<file path="src/common/rtc_ctrl_pkg.sv">
// constants for the control-register block of the serial real-time clock
// assumes a 20 MHz system clock and a 32.768 kHz oscillator level on a pin
package rtc_ctrl_pkg;
    // register addresses on the internal register port
    localparam logic [3:0] ADDR_SECONDS = 4'h0;
    localparam logic [3:0] ADDR_OSC_ADJUST = 4'h7;
    localparam logic [3:0] ADDR_CTRL1 = 4'hE;
    localparam logic [3:0] ADDR_CTRL2 = 4'hF;
    // alarm_mode_interrupt_control field positions
    localparam int C1_WEEKLY_EN = 7;
    localparam int C1_DAILY_EN = 6;
    localparam int C1_HOUR24 = 5;
    localparam int C1_CLK_DIS_B = 4;
    localparam int C1_TEST = 3;
    localparam int C1_SEL_HI = 2;
    // status_and_output_control field positions
    localparam int C2_VTHRESH = 7;
    localparam int C2_LOW_VOLT = 6;
    localparam int C2_OSC_RUN = 5;
    localparam int C2_POWER_UP = 4;
    localparam int C2_CLK_DIS_A = 3;
    localparam int C2_PERIODIC = 2;
    localparam int C2_WEEKLY = 1;
    localparam int C2_DAILY = 0;
    // oscillation adjustment: sign bit and magnitude width
    localparam int ADJ_SIGN = 6;
    localparam int ADJ_MAG_W = 6;
    // reset values
    localparam logic [7:0] CTRL1_RESET = 8'h00;
    localparam logic [6:0] ADJUST_RESET = 7'h00;
    // periodic interrupt selections
    typedef enum logic [2:0] {
        PER_OFF = 3'h0, PER_LOW = 3'h1, PER_2HZ = 3'h2, PER_1HZ = 3'h3,
        PER_SEC = 3'h4, PER_MIN = 3'h5, PER_HOUR = 3'h6, PER_MONTH = 3'h7
    } periodic_type;
    // sub-second divider of oscillator edges
    localparam int DIV_W = 15;
    localparam int DIV_1HZ_BIT = 14;
    localparam int DIV_2HZ_BIT = 13;
    localparam logic [DIV_W-1:0] DIV_ZERO = 15'h0000;
    // adjustment shift per step in oscillator counts, period in seconds
    localparam int ADJ_STEP_COUNTS = 2;
    localparam logic [5:0] ADJ_PERIOD_LAST = 6'h3B;
    // seconds increment follows the pulse falling edge
    localparam int CLOCK_PERIOD_NS = 50;
    localparam int TICK_DELAY_US = 92;
    localparam int TICK_DELAY_CYCLES = (TICK_DELAY_US * 1000) / CLOCK_PERIOD_NS;
    localparam int DELAY_W = 11;
    // bcd hour constants
    localparam logic [5:0] HOUR_PM = 6'h20;
    localparam logic [5:0] HOUR_AM12 = 6'h12;
    localparam logic [5:0] HOUR_AM11 = 6'h11;
    localparam logic [5:0] HOUR_AM1 = 6'h01;
    localparam logic [5:0] HOUR_PM12 = 6'h32;
    localparam logic [5:0] HOUR_PM11 = 6'h31;
    localparam logic [5:0] HOUR_PM1 = 6'h21;
    localparam logic [5:0] HOUR_23 = 6'h23;
    localparam logic [5:0] HOUR_00 = 6'h00;
endpackage

</file>
<file path="src/rtl/rtc_control.sv">
// control registers, periodic interrupt, alarm gating and 32 kHz output gate
// assumes a register port driven by the serial front end and outside counters
`timescale 1ns/1ps
module rtc_control (
    input wire logic clock,
    input wire logic reset_n,
    input wire logic [3:0] regAddr,
    input wire logic regWrite,
    input wire logic [7:0] regWriteData,
    output logic [7:0] regReadData,
    input wire logic oscPin,
    input wire logic lowSupplyPin,
    input wire logic oscHalted,
    input wire logic weeklyMatch,
    input wire logic dailyMatch,
    input wire logic minuteCarry,
    input wire logic hourCarry,
    input wire logic monthCarry,
    input wire logic [5:0] hourNow,
    output logic [5:0] hourNext,
    output logic secondTick,
    output logic hour24Mode,
    output logic weeklyAlarmEnable,
    output logic dailyAlarmEnable,
    output logic testMode,
    output logic voltageThresholdSelect,
    output logic supplyMonitorEnable,
    output logic interrupt_out_n,
    output logic clk32_out
);
    // next bcd value of one hour byte
    function automatic logic [5:0] bcdInc(input logic [5:0] h);
        if (h[3:0] == 4'h9) begin
            bcdInc = {h[5:4] + 2'h1, 4'h0};
        end else begin
            bcdInc = {h[5:4], h[3:0] + 4'h1};
        end
    endfunction

    // hour after the given one in the chosen format
    function automatic logic [5:0] hourAfter(input logic [5:0] h, input logic mode24);
        if (mode24) begin
            hourAfter = (h == rtc_ctrl_pkg::HOUR_23) ? rtc_ctrl_pkg::HOUR_00 : bcdInc(h);
        end else if (h == rtc_ctrl_pkg::HOUR_AM12) begin
            hourAfter = rtc_ctrl_pkg::HOUR_AM1;
        end else if (h == rtc_ctrl_pkg::HOUR_AM11) begin
            hourAfter = rtc_ctrl_pkg::HOUR_PM12;
        end else if (h == rtc_ctrl_pkg::HOUR_PM12) begin
            hourAfter = rtc_ctrl_pkg::HOUR_PM1;
        end else if (h == rtc_ctrl_pkg::HOUR_PM11) begin
            hourAfter = rtc_ctrl_pkg::HOUR_AM12;
        end else begin
            hourAfter = (h & rtc_ctrl_pkg::HOUR_PM) | bcdInc(h & ~rtc_ctrl_pkg::HOUR_PM);
        end
    endfunction

    logic [7:0] ctrl1_reg; // alarm_mode_interrupt_control
    logic [6:0] adjust_reg; // oscillation adjustment value
    logic vthresh_reg, lowVolt_reg, oscRun_reg, powerUp_reg, clkDisA_reg;
    logic periodic_reg, weekly_reg, daily_reg; // event flags
    logic osc1_reg, osc2_reg, osc3_reg, oscLevel_reg; // oscillator synchroniser
    logic low1_reg, low2_reg, low3_reg, lowLevel_reg; // supply monitor synchroniser
    logic [rtc_ctrl_pkg::DIV_W-1:0] div_reg; // sub-second divider
    logic [5:0] secCount_reg; // seconds since last adjustment
    logic [rtc_ctrl_pkg::DELAY_W-1:0] delay_reg; // falling edge to increment
    logic delayRun_reg;
    logic [7:0] ctrl2Value;
    logic oscRise, wrCtrl1, wrCtrl2, wrAdjust, wrSeconds, divWrap, levelEvent;
    logic pulseMode, levelMode, pulseLow, periodicLow;
    rtc_ctrl_pkg::periodic_type periodicSel;

    assign wrCtrl1 = regWrite && regAddr == rtc_ctrl_pkg::ADDR_CTRL1;
    assign wrCtrl2 = regWrite && regAddr == rtc_ctrl_pkg::ADDR_CTRL2;
    assign wrAdjust = regWrite && regAddr == rtc_ctrl_pkg::ADDR_OSC_ADJUST;
    assign wrSeconds = regWrite && regAddr == rtc_ctrl_pkg::ADDR_SECONDS;
    assign periodicSel = rtc_ctrl_pkg::periodic_type'(ctrl1_reg[rtc_ctrl_pkg::C1_SEL_HI:0]);
    assign pulseMode = periodicSel == rtc_ctrl_pkg::PER_2HZ || periodicSel == rtc_ctrl_pkg::PER_1HZ;
    assign levelMode = ctrl1_reg[rtc_ctrl_pkg::C1_SEL_HI];
    // a rise counts once second and third stages agree
    assign oscRise = osc2_reg && osc3_reg && !oscLevel_reg;
    assign divWrap = oscRise && (&div_reg);
    // pulse output is low in the first half of each period
    assign pulseLow = (periodicSel == rtc_ctrl_pkg::PER_1HZ) ? !div_reg[rtc_ctrl_pkg::DIV_1HZ_BIT]
                                                             : !div_reg[rtc_ctrl_pkg::DIV_2HZ_BIT];
    // level events by selection
    always_comb begin
        unique case (periodicSel)
            rtc_ctrl_pkg::PER_SEC: levelEvent = 1'b1;
            rtc_ctrl_pkg::PER_MIN: levelEvent = minuteCarry;
            rtc_ctrl_pkg::PER_HOUR: levelEvent = hourCarry;
            rtc_ctrl_pkg::PER_MONTH: levelEvent = monthCarry;
            default: levelEvent = 1'b0;
        endcase
    end
    assign periodicLow = (periodicSel == rtc_ctrl_pkg::PER_LOW) || (pulseMode && pulseLow)
                       || (levelMode && periodic_reg);

    // three-stage synchronisers for pin inputs
    always_ff @(posedge clock) begin
        if (!reset_n) begin
            {osc1_reg, osc2_reg, osc3_reg, oscLevel_reg} <= 4'h0;
            {low1_reg, low2_reg, low3_reg, lowLevel_reg} <= 4'h0;
        end else begin
            {osc1_reg, osc2_reg, osc3_reg} <= {oscPin, osc1_reg, osc2_reg};
            {low1_reg, low2_reg, low3_reg} <= {lowSupplyPin, low1_reg, low2_reg};
            if (osc2_reg == osc3_reg) begin
                oscLevel_reg <= osc3_reg;
            end
            if (low2_reg == low3_reg) begin
                lowLevel_reg <= low3_reg;
            end
        end
    end

    // sub-second divider with seconds write and adjustment preload
    always_ff @(posedge clock) begin
        if (!reset_n) begin
            div_reg <= rtc_ctrl_pkg::DIV_ZERO;
            secCount_reg <= 6'h00;
        end else if (wrSeconds) begin
            div_reg <= rtc_ctrl_pkg::DIV_ZERO;
        end else if (divWrap) begin
            secCount_reg <= (secCount_reg == rtc_ctrl_pkg::ADJ_PERIOD_LAST) ? 6'h00
                                                                          : secCount_reg + 6'h01;
            if (secCount_reg == rtc_ctrl_pkg::ADJ_PERIOD_LAST && adjust_reg[5:0] > 6'h01) begin
                // sign clear runs fast by skipping counts, set preloads zero minus the step so the next wrap comes after only that many counts
                div_reg <= adjust_reg[rtc_ctrl_pkg::ADJ_SIGN]
                         ? rtc_ctrl_pkg::DIV_ZERO - rtc_ctrl_pkg::DIV_W'(adjust_reg[5:0]
                           * rtc_ctrl_pkg::ADJ_STEP_COUNTS)
                         : rtc_ctrl_pkg::DIV_W'(adjust_reg[5:0] * rtc_ctrl_pkg::ADJ_STEP_COUNTS);
            end else begin
                div_reg <= rtc_ctrl_pkg::DIV_ZERO;
            end
        end else if (oscRise) begin
            div_reg <= div_reg + 15'h0001;
        end
    end

    // delay from the pulse falling edge to the seconds increment
    always_ff @(posedge clock) begin
        if (!reset_n) begin
            delay_reg <= '0;
            delayRun_reg <= 1'b0;
            secondTick <= 1'b0;
        end else begin
            secondTick <= delayRun_reg && delay_reg == rtc_ctrl_pkg::DELAY_W'(1);
            if (wrSeconds) begin
                delayRun_reg <= 1'b0;
            end else if (divWrap) begin
                delay_reg <= rtc_ctrl_pkg::DELAY_W'(rtc_ctrl_pkg::TICK_DELAY_CYCLES);
                delayRun_reg <= 1'b1;
            end else if (delayRun_reg) begin
                delay_reg <= delay_reg - rtc_ctrl_pkg::DELAY_W'(1);
                delayRun_reg <= delay_reg != rtc_ctrl_pkg::DELAY_W'(1);
            end
        end
    end

    // control register 1 and adjustment, held clear while power-up flag is set
    always_ff @(posedge clock) begin
        if (!reset_n || powerUp_reg) begin
            ctrl1_reg <= rtc_ctrl_pkg::CTRL1_RESET;
            adjust_reg <= rtc_ctrl_pkg::ADJUST_RESET;
        end else begin
            if (wrCtrl1) begin
                ctrl1_reg <= regWriteData;
            end
            if (wrAdjust) begin
                adjust_reg <= regWriteData[6:0];
            end
        end
    end

    // control register 2 fields; hardware set wins over software clear
    always_ff @(posedge clock) begin
        if (!reset_n) begin
            powerUp_reg <= 1'b1;
            oscRun_reg <= 1'b0;
            {vthresh_reg, lowVolt_reg, clkDisA_reg} <= 3'h0;
            {periodic_reg, weekly_reg, daily_reg} <= 3'h0;
        end else begin
            if (oscHalted) begin
                oscRun_reg <= 1'b0;
            end else if (wrCtrl2) begin
                oscRun_reg <= regWriteData[rtc_ctrl_pkg::C2_OSC_RUN];
            end
            if (wrCtrl2 && !regWriteData[rtc_ctrl_pkg::C2_POWER_UP]) begin
                powerUp_reg <= 1'b0;
            end
            if (powerUp_reg) begin
                {vthresh_reg, lowVolt_reg, clkDisA_reg} <= 3'h0;
                {periodic_reg, weekly_reg, daily_reg} <= 3'h0;
            end else begin
                if (wrCtrl2) begin
                    vthresh_reg <= regWriteData[rtc_ctrl_pkg::C2_VTHRESH];
                    clkDisA_reg <= regWriteData[rtc_ctrl_pkg::C2_CLK_DIS_A];
                end
                // low supply latches and stops the monitor until cleared
                if (lowLevel_reg) begin
                    lowVolt_reg <= 1'b1;
                end else if (wrCtrl2 && !regWriteData[rtc_ctrl_pkg::C2_LOW_VOLT]) begin
                    lowVolt_reg <= 1'b0;
                end
                // periodic flag follows the output outside level mode
                if (!levelMode) begin
                    periodic_reg <= periodicLow;
                end else if (secondTick && levelEvent) begin
                    periodic_reg <= 1'b1;
                end else if (wrCtrl2 && !regWriteData[rtc_ctrl_pkg::C2_PERIODIC]) begin
                    periodic_reg <= 1'b0;
                end
                // alarm flags read zero while their circuit is disabled
                if (!ctrl1_reg[rtc_ctrl_pkg::C1_WEEKLY_EN]) begin
                    weekly_reg <= 1'b0;
                end else if (weeklyMatch) begin
                    weekly_reg <= 1'b1;
                end else if (wrCtrl2 && !regWriteData[rtc_ctrl_pkg::C2_WEEKLY]) begin
                    weekly_reg <= 1'b0;
                end
                if (!ctrl1_reg[rtc_ctrl_pkg::C1_DAILY_EN]) begin
                    daily_reg <= 1'b0;
                end else if (dailyMatch) begin
                    daily_reg <= 1'b1;
                end else if (wrCtrl2 && !regWriteData[rtc_ctrl_pkg::C2_DAILY]) begin
                    daily_reg <= 1'b0;
                end
            end
        end
    end

    assign ctrl2Value = {vthresh_reg, lowVolt_reg, oscRun_reg, powerUp_reg, clkDisA_reg,
                         periodic_reg, weekly_reg, daily_reg};

    // registered outputs and read data
    always_ff @(posedge clock) begin
        if (!reset_n) begin
            regReadData <= 8'h00;
            hourNext <= 6'h00;
            interrupt_out_n <= 1'b1;
            clk32_out <= 1'b1;
        end else begin
            unique case (regAddr)
                rtc_ctrl_pkg::ADDR_CTRL1: regReadData <= ctrl1_reg;
                rtc_ctrl_pkg::ADDR_CTRL2: regReadData <= ctrl2Value;
                rtc_ctrl_pkg::ADDR_OSC_ADJUST: regReadData <= {1'b0, adjust_reg};
                default: regReadData <= 8'h00;
            endcase
            hourNext <= hourAfter(hourNow, ctrl1_reg[rtc_ctrl_pkg::C1_HOUR24]);
            interrupt_out_n <= !(periodicLow || weekly_reg || daily_reg);
            clk32_out <= (ctrl1_reg[rtc_ctrl_pkg::C1_CLK_DIS_B] && clkDisA_reg) || oscLevel_reg;
        end
    end

    assign hour24Mode = ctrl1_reg[rtc_ctrl_pkg::C1_HOUR24];
    assign weeklyAlarmEnable = ctrl1_reg[rtc_ctrl_pkg::C1_WEEKLY_EN];
    assign dailyAlarmEnable = ctrl1_reg[rtc_ctrl_pkg::C1_DAILY_EN];
    assign testMode = ctrl1_reg[rtc_ctrl_pkg::C1_TEST];
    assign voltageThresholdSelect = vthresh_reg;
    assign supplyMonitorEnable = !lowVolt_reg;
endmodule

</file>
<file path="config.mk">
export PLATFORM = sky130hd
export DESIGN_NAME = rtc_control
export DESIGN_NICKNAME = d
export VERILOG_FILES = /design/src/common/rtc_ctrl_pkg.sv /design/src/rtl/rtc_control.sv
export SDC_FILE = /design/constraint.sdc
export NUM_CORES = 1
export LEC_CHECK = 0
export BUFFER_PORTS_ARGS = -buffer_cell sky130_fd_sc_hd__clkbuf_2
export CAP_MARGIN = 20
export CELL_PAD_IN_SITES_DETAIL_PLACEMENT = 2
export CELL_PAD_IN_SITES_GLOBAL_PLACEMENT = 2
export CORE_ASPECT_RATIO = 0.75
export CORE_UTILIZATION = 34
export DETAILED_ROUTE_END_ITERATION = 10
export PLACE_DENSITY = 0.84
export SLEW_MARGIN = 15
export SYNTH_ARGS = -nofsm -noshare
export SYNTH_HDL_FRONTEND = slang
export SYNTH_SLANG_ARGS = --single-unit
</file>
<file path="constraint.sdc">
create_clock -name clock -period 2.37 [get_ports clock]
set_clock_uncertainty 0.05 [all_clocks]
set_input_delay 0.3555 -clock clock [delete_from_list [all_inputs] [get_ports clock]]
set_output_delay 0.3555 -clock clock [all_outputs]
set_load 0.02 [all_outputs]
</file>
==> metrics.md <==
| Metric | Value |
|---|---|
| Max-cap viol count | `0` |
| DRT iter0 DRCs | `around 130` |
| Num rows | `33` |
| Crit end category | `flop` |
| Tcrit/Tclk final | `92.82%` |
| Worst hold slack | `0.1506 ns` |
| CP required | `2.58 ns` |
| Cell count after synthesis | `476` |
| Clock-pin slew on the worst setup and hold paths | `approximately 0.060 ns` |
| CP Launch Type | `flop` |
| #FFs+latches synth | `81` |
| Post-Route Utilization | `42.86%` |
| Sw Pwr | `676.9 uW` |
| Initial DRT Pass Iterations | `4` |
| DP Area | `4446 sq um` |
| First-pass GRT wire length | `approximately 24000 um` |
| Max reg flops | `15` |
| Post-route design area | `4761 sq um` |
| Initial core utilization | `35.55%` |
| Number of buffers created by CTS | `9` |
| Vert. Die Dim | `95.33 um` |
| # clock sinks | `81` |
| Max frequency | `0.4546 GHz` |
| Min-delay worst type | `in2reg` |
| Syn_nets | `between 500 and 600` |
| Dominant synthesized flop cell | `dfxtp_1` |
| Critical Path AT | `around 2.4 ns` |
| Largest net degree at the start of global routing | `22` |
| Max-slew violation count | `0` |
| Detailed-route via count | `a little under 4000` |
| RSZ-0062 raised after global routing | `no` |
| DRT Wirelength | `14450 um` |
| Residual DRC count | `0` |
| Rel. slew slack | `44.41%` |
| Comb power frac | `6.0%` |
| Die X | `126.4 um` |
| Endpoints failing setup | `0` |
| PwrDens | `~630 nW/um^2` |
| Peak supply drop | `around 0.00035 V` |
| Ys async rst share | `0%` |
| Post-DP HPWL | `10350 um` |
| P_leak | `0.001891 uW` |
| Hold Buf Count CTS | `0` |
| GRT Util Overall | `26.07%` |
| Layout cell share with drive strength beyond 1 | `a little under a fifth` |
| IO Pins | `52` |
| Global placement routability congestion | `0.8165` |
| Final nets | `579` |
| Post-synth EDFFs | `0` |
| Remaining Overflow, GRT | `0` |
| Worst Path Class, Setup | `reg2reg` |
| Port bufs | `51` |
| Power, Total | `between 3000 and 4000 uW` |
| Fillcell total | `1252` |
| CTS tree | `yes` |
| Reg power frac | `between 40% and 50%` |
| Vias in the first global route | `approximately 4300` |
| Initial antenna violation count | `0` |
| Wirelength per Cell | `21.12 um` |
| Status | `complete, no violations` |
| Worst-margin pin slew | `0.8339 ns` |
| Setup TNS Final | `0 ns` |
| Hold Violations, Final | `0` |
| Die area | `12050 sq um` |
| Layout area overhead | `20.56%` |
| Setup bufs post-CTS | `0` |
| Root Buffer | `clkbuf_16` |
| Synth cell types | `58` |
| Clock buffer depth | `2` |
| Sw Ratio | `22.39%` |
| Core Area | `11110 sq um` |
| Post-synthesis area per instance | `8.296 sq um` |
| Power share of the clock group | `48.2%` |
| H-tree levels | `3` |
| ANT nets after route | `0` |
| Via density | `5.699` |
| Diode count | `0` |
| Worst-Skew Late Latency | `0.34 ns` |
| Tmin final | `between 2 and 2.5 ns` |
| Internal | `2346 uW` |
| Ys Warns | `0` |
| Post-cts sizing count | `0` |
| Post-Syn Area | `3949 sq um` |
| Register area share after synthesis | `41.06%` |
| Worst-path fanout max | `8` |
## power groups by stage
stage	sequential, uW	clock (uW)	combinational (uW)
global placement	1410	0	168
detailed placement	1410	0	177
CTS	1390	1480	180
floorplan	1420	0	84.2
global route	1390	1540	196
finish	1390	1460	180
## final cells by class
class	count	area (sq um)	share of cell area (%)
well taps	140	175.2	3.679
repair buffers	71	405.4	8.515
clock buffers	14	274.0	5.756
clock inverters	2	35.03	0.7359
flip-flops and latches	81	1622	34.06
inverters	23	86.33	1.813
multi-input cells	353	2163	45.44
## synth_stat cells, types with 2 or more instances
library cell / instances / area (sq um)
a211oi_1: 5 / 37.54
a31oi_1: 5 / 31.28
nor3_1: 17 / 85.08
o21a_1: 6 / 45.04
and2_1: 9 / 56.30
o311ai_0: 2 / 17.52
ha_1: 11 / 137.6
nand4_1: 5 / 31.28
nor4_1: 5 / 31.28
a211o_1: 4 / 35.03
and4_4: 2 / 22.52
xor2_1: 3 / 26.28
a41oi_1: 2 / 17.52
nand2_1: 42 / 157.7
and3_1: 4 / 25.02
buf_1: 2 / 7.510
mux2i_1: 19 / 190.2
nand3_1: 24 / 120.1
inv_1: 23 / 86.33
a21oi_1: 46 / 230.2
o31ai_1: 4 / 30.03
or4_1: 3 / 22.52
xnor2_1: 15 / 131.4
nand2b_1: 3 / 18.77
or3_1: 5 / 31.28
nand4b_1: 2 / 17.52
clkbuf_1: 14 / 52.55
o32ai_1: 2 / 17.52
and3_2: 2 / 15.01
o211ai_1: 3 / 22.52
nor2b_1: 6 / 37.54
dfxtp_1: 81 / 1622
nor2_1: 56 / 210.2
o21ai_0: 20 / 100.1
## logic make-up after synthesis
kind of cell,Yosys count,share of synthesized area [%]
buf+inv,42,4.309
mux,19,4.816
flops,81,41.06
compound gates,110,17.33
xor+xnor,18,3.993
fa+ha+maj,11,3.485
simple gates,195,25.00
## per-layer routing
metal / global-route usage, % / wire length (um) / share of wire, % / vias to the layer above
met5: 0 / 0 / 0 / -
met4: 11.04 / 449 / 3.1 / 0
met3: 4.658 / 373 / 2.6 / 34
met2: 47.19 / 7182 / 50 / 71
met1: 30.71 / 6444 / 45 / 1975
li1: - / - / - / 1818
## worst max-delay path, cell delays in order (launching register included)
cell	delay [ns]
dfxtp_1	0.36
ha_1	0.23
nand2b_2	0.17
or2_4	0.32
or3_4	0.37
or4_1	0.47
a21oi_1	0.15
## worst paths after layout
path	startpoint	endpoint	slack, ns	cells past startpoint
max	osc2_reg$_SDFF_PN0_	secCount_reg[5]$_SDFFE_PN0P_	0.17	6
min	oscHalted	oscRun_reg$_SDFFE_PP0N_	0.15	2
max reg2reg	osc2_reg$_SDFF_PN0_	secCount_reg[5]$_SDFFE_PN0P_	0.17	6
min reg2reg	low1_reg$_SDFF_PN0_	low2_reg$_SDFF_PN0_	0.39	1
## stage by stage
step,setup WS (ns),cells
floorplan,0.4208,476
global placement,0.2630,668
detailed placement,0.1503,668
CTS,0.06890,684
global route,0.05474,684
finish,0.1703,684
## cells in the final DEF, fill, tap and decap left out, types with 3 or more instances in the layout
cell and n:
o21ai_0 20, a31oi_1 5, nand2b_1 3, and2_1 9, or3_1 5, nand2_1 42
mux2i_1 19, nor3_1 17, nor2b_1 5, clkbuf_8 3, clkbuf_16 9, nand4_1 5
o21a_1 6, xor2_1 3, clkbuf_2 51, inv_1 23, nor4_1 5, and3_1 4
xnor2_1 15, a211o_1 4, o211ai_1 3, nand3_1 24, a211oi_1 5, buf_4 20
a21oi_1 46, dfxtp_1 81, nor2_1 56, o31ai_1 4, ha_1 11
(Power assumes the default switching activity.)
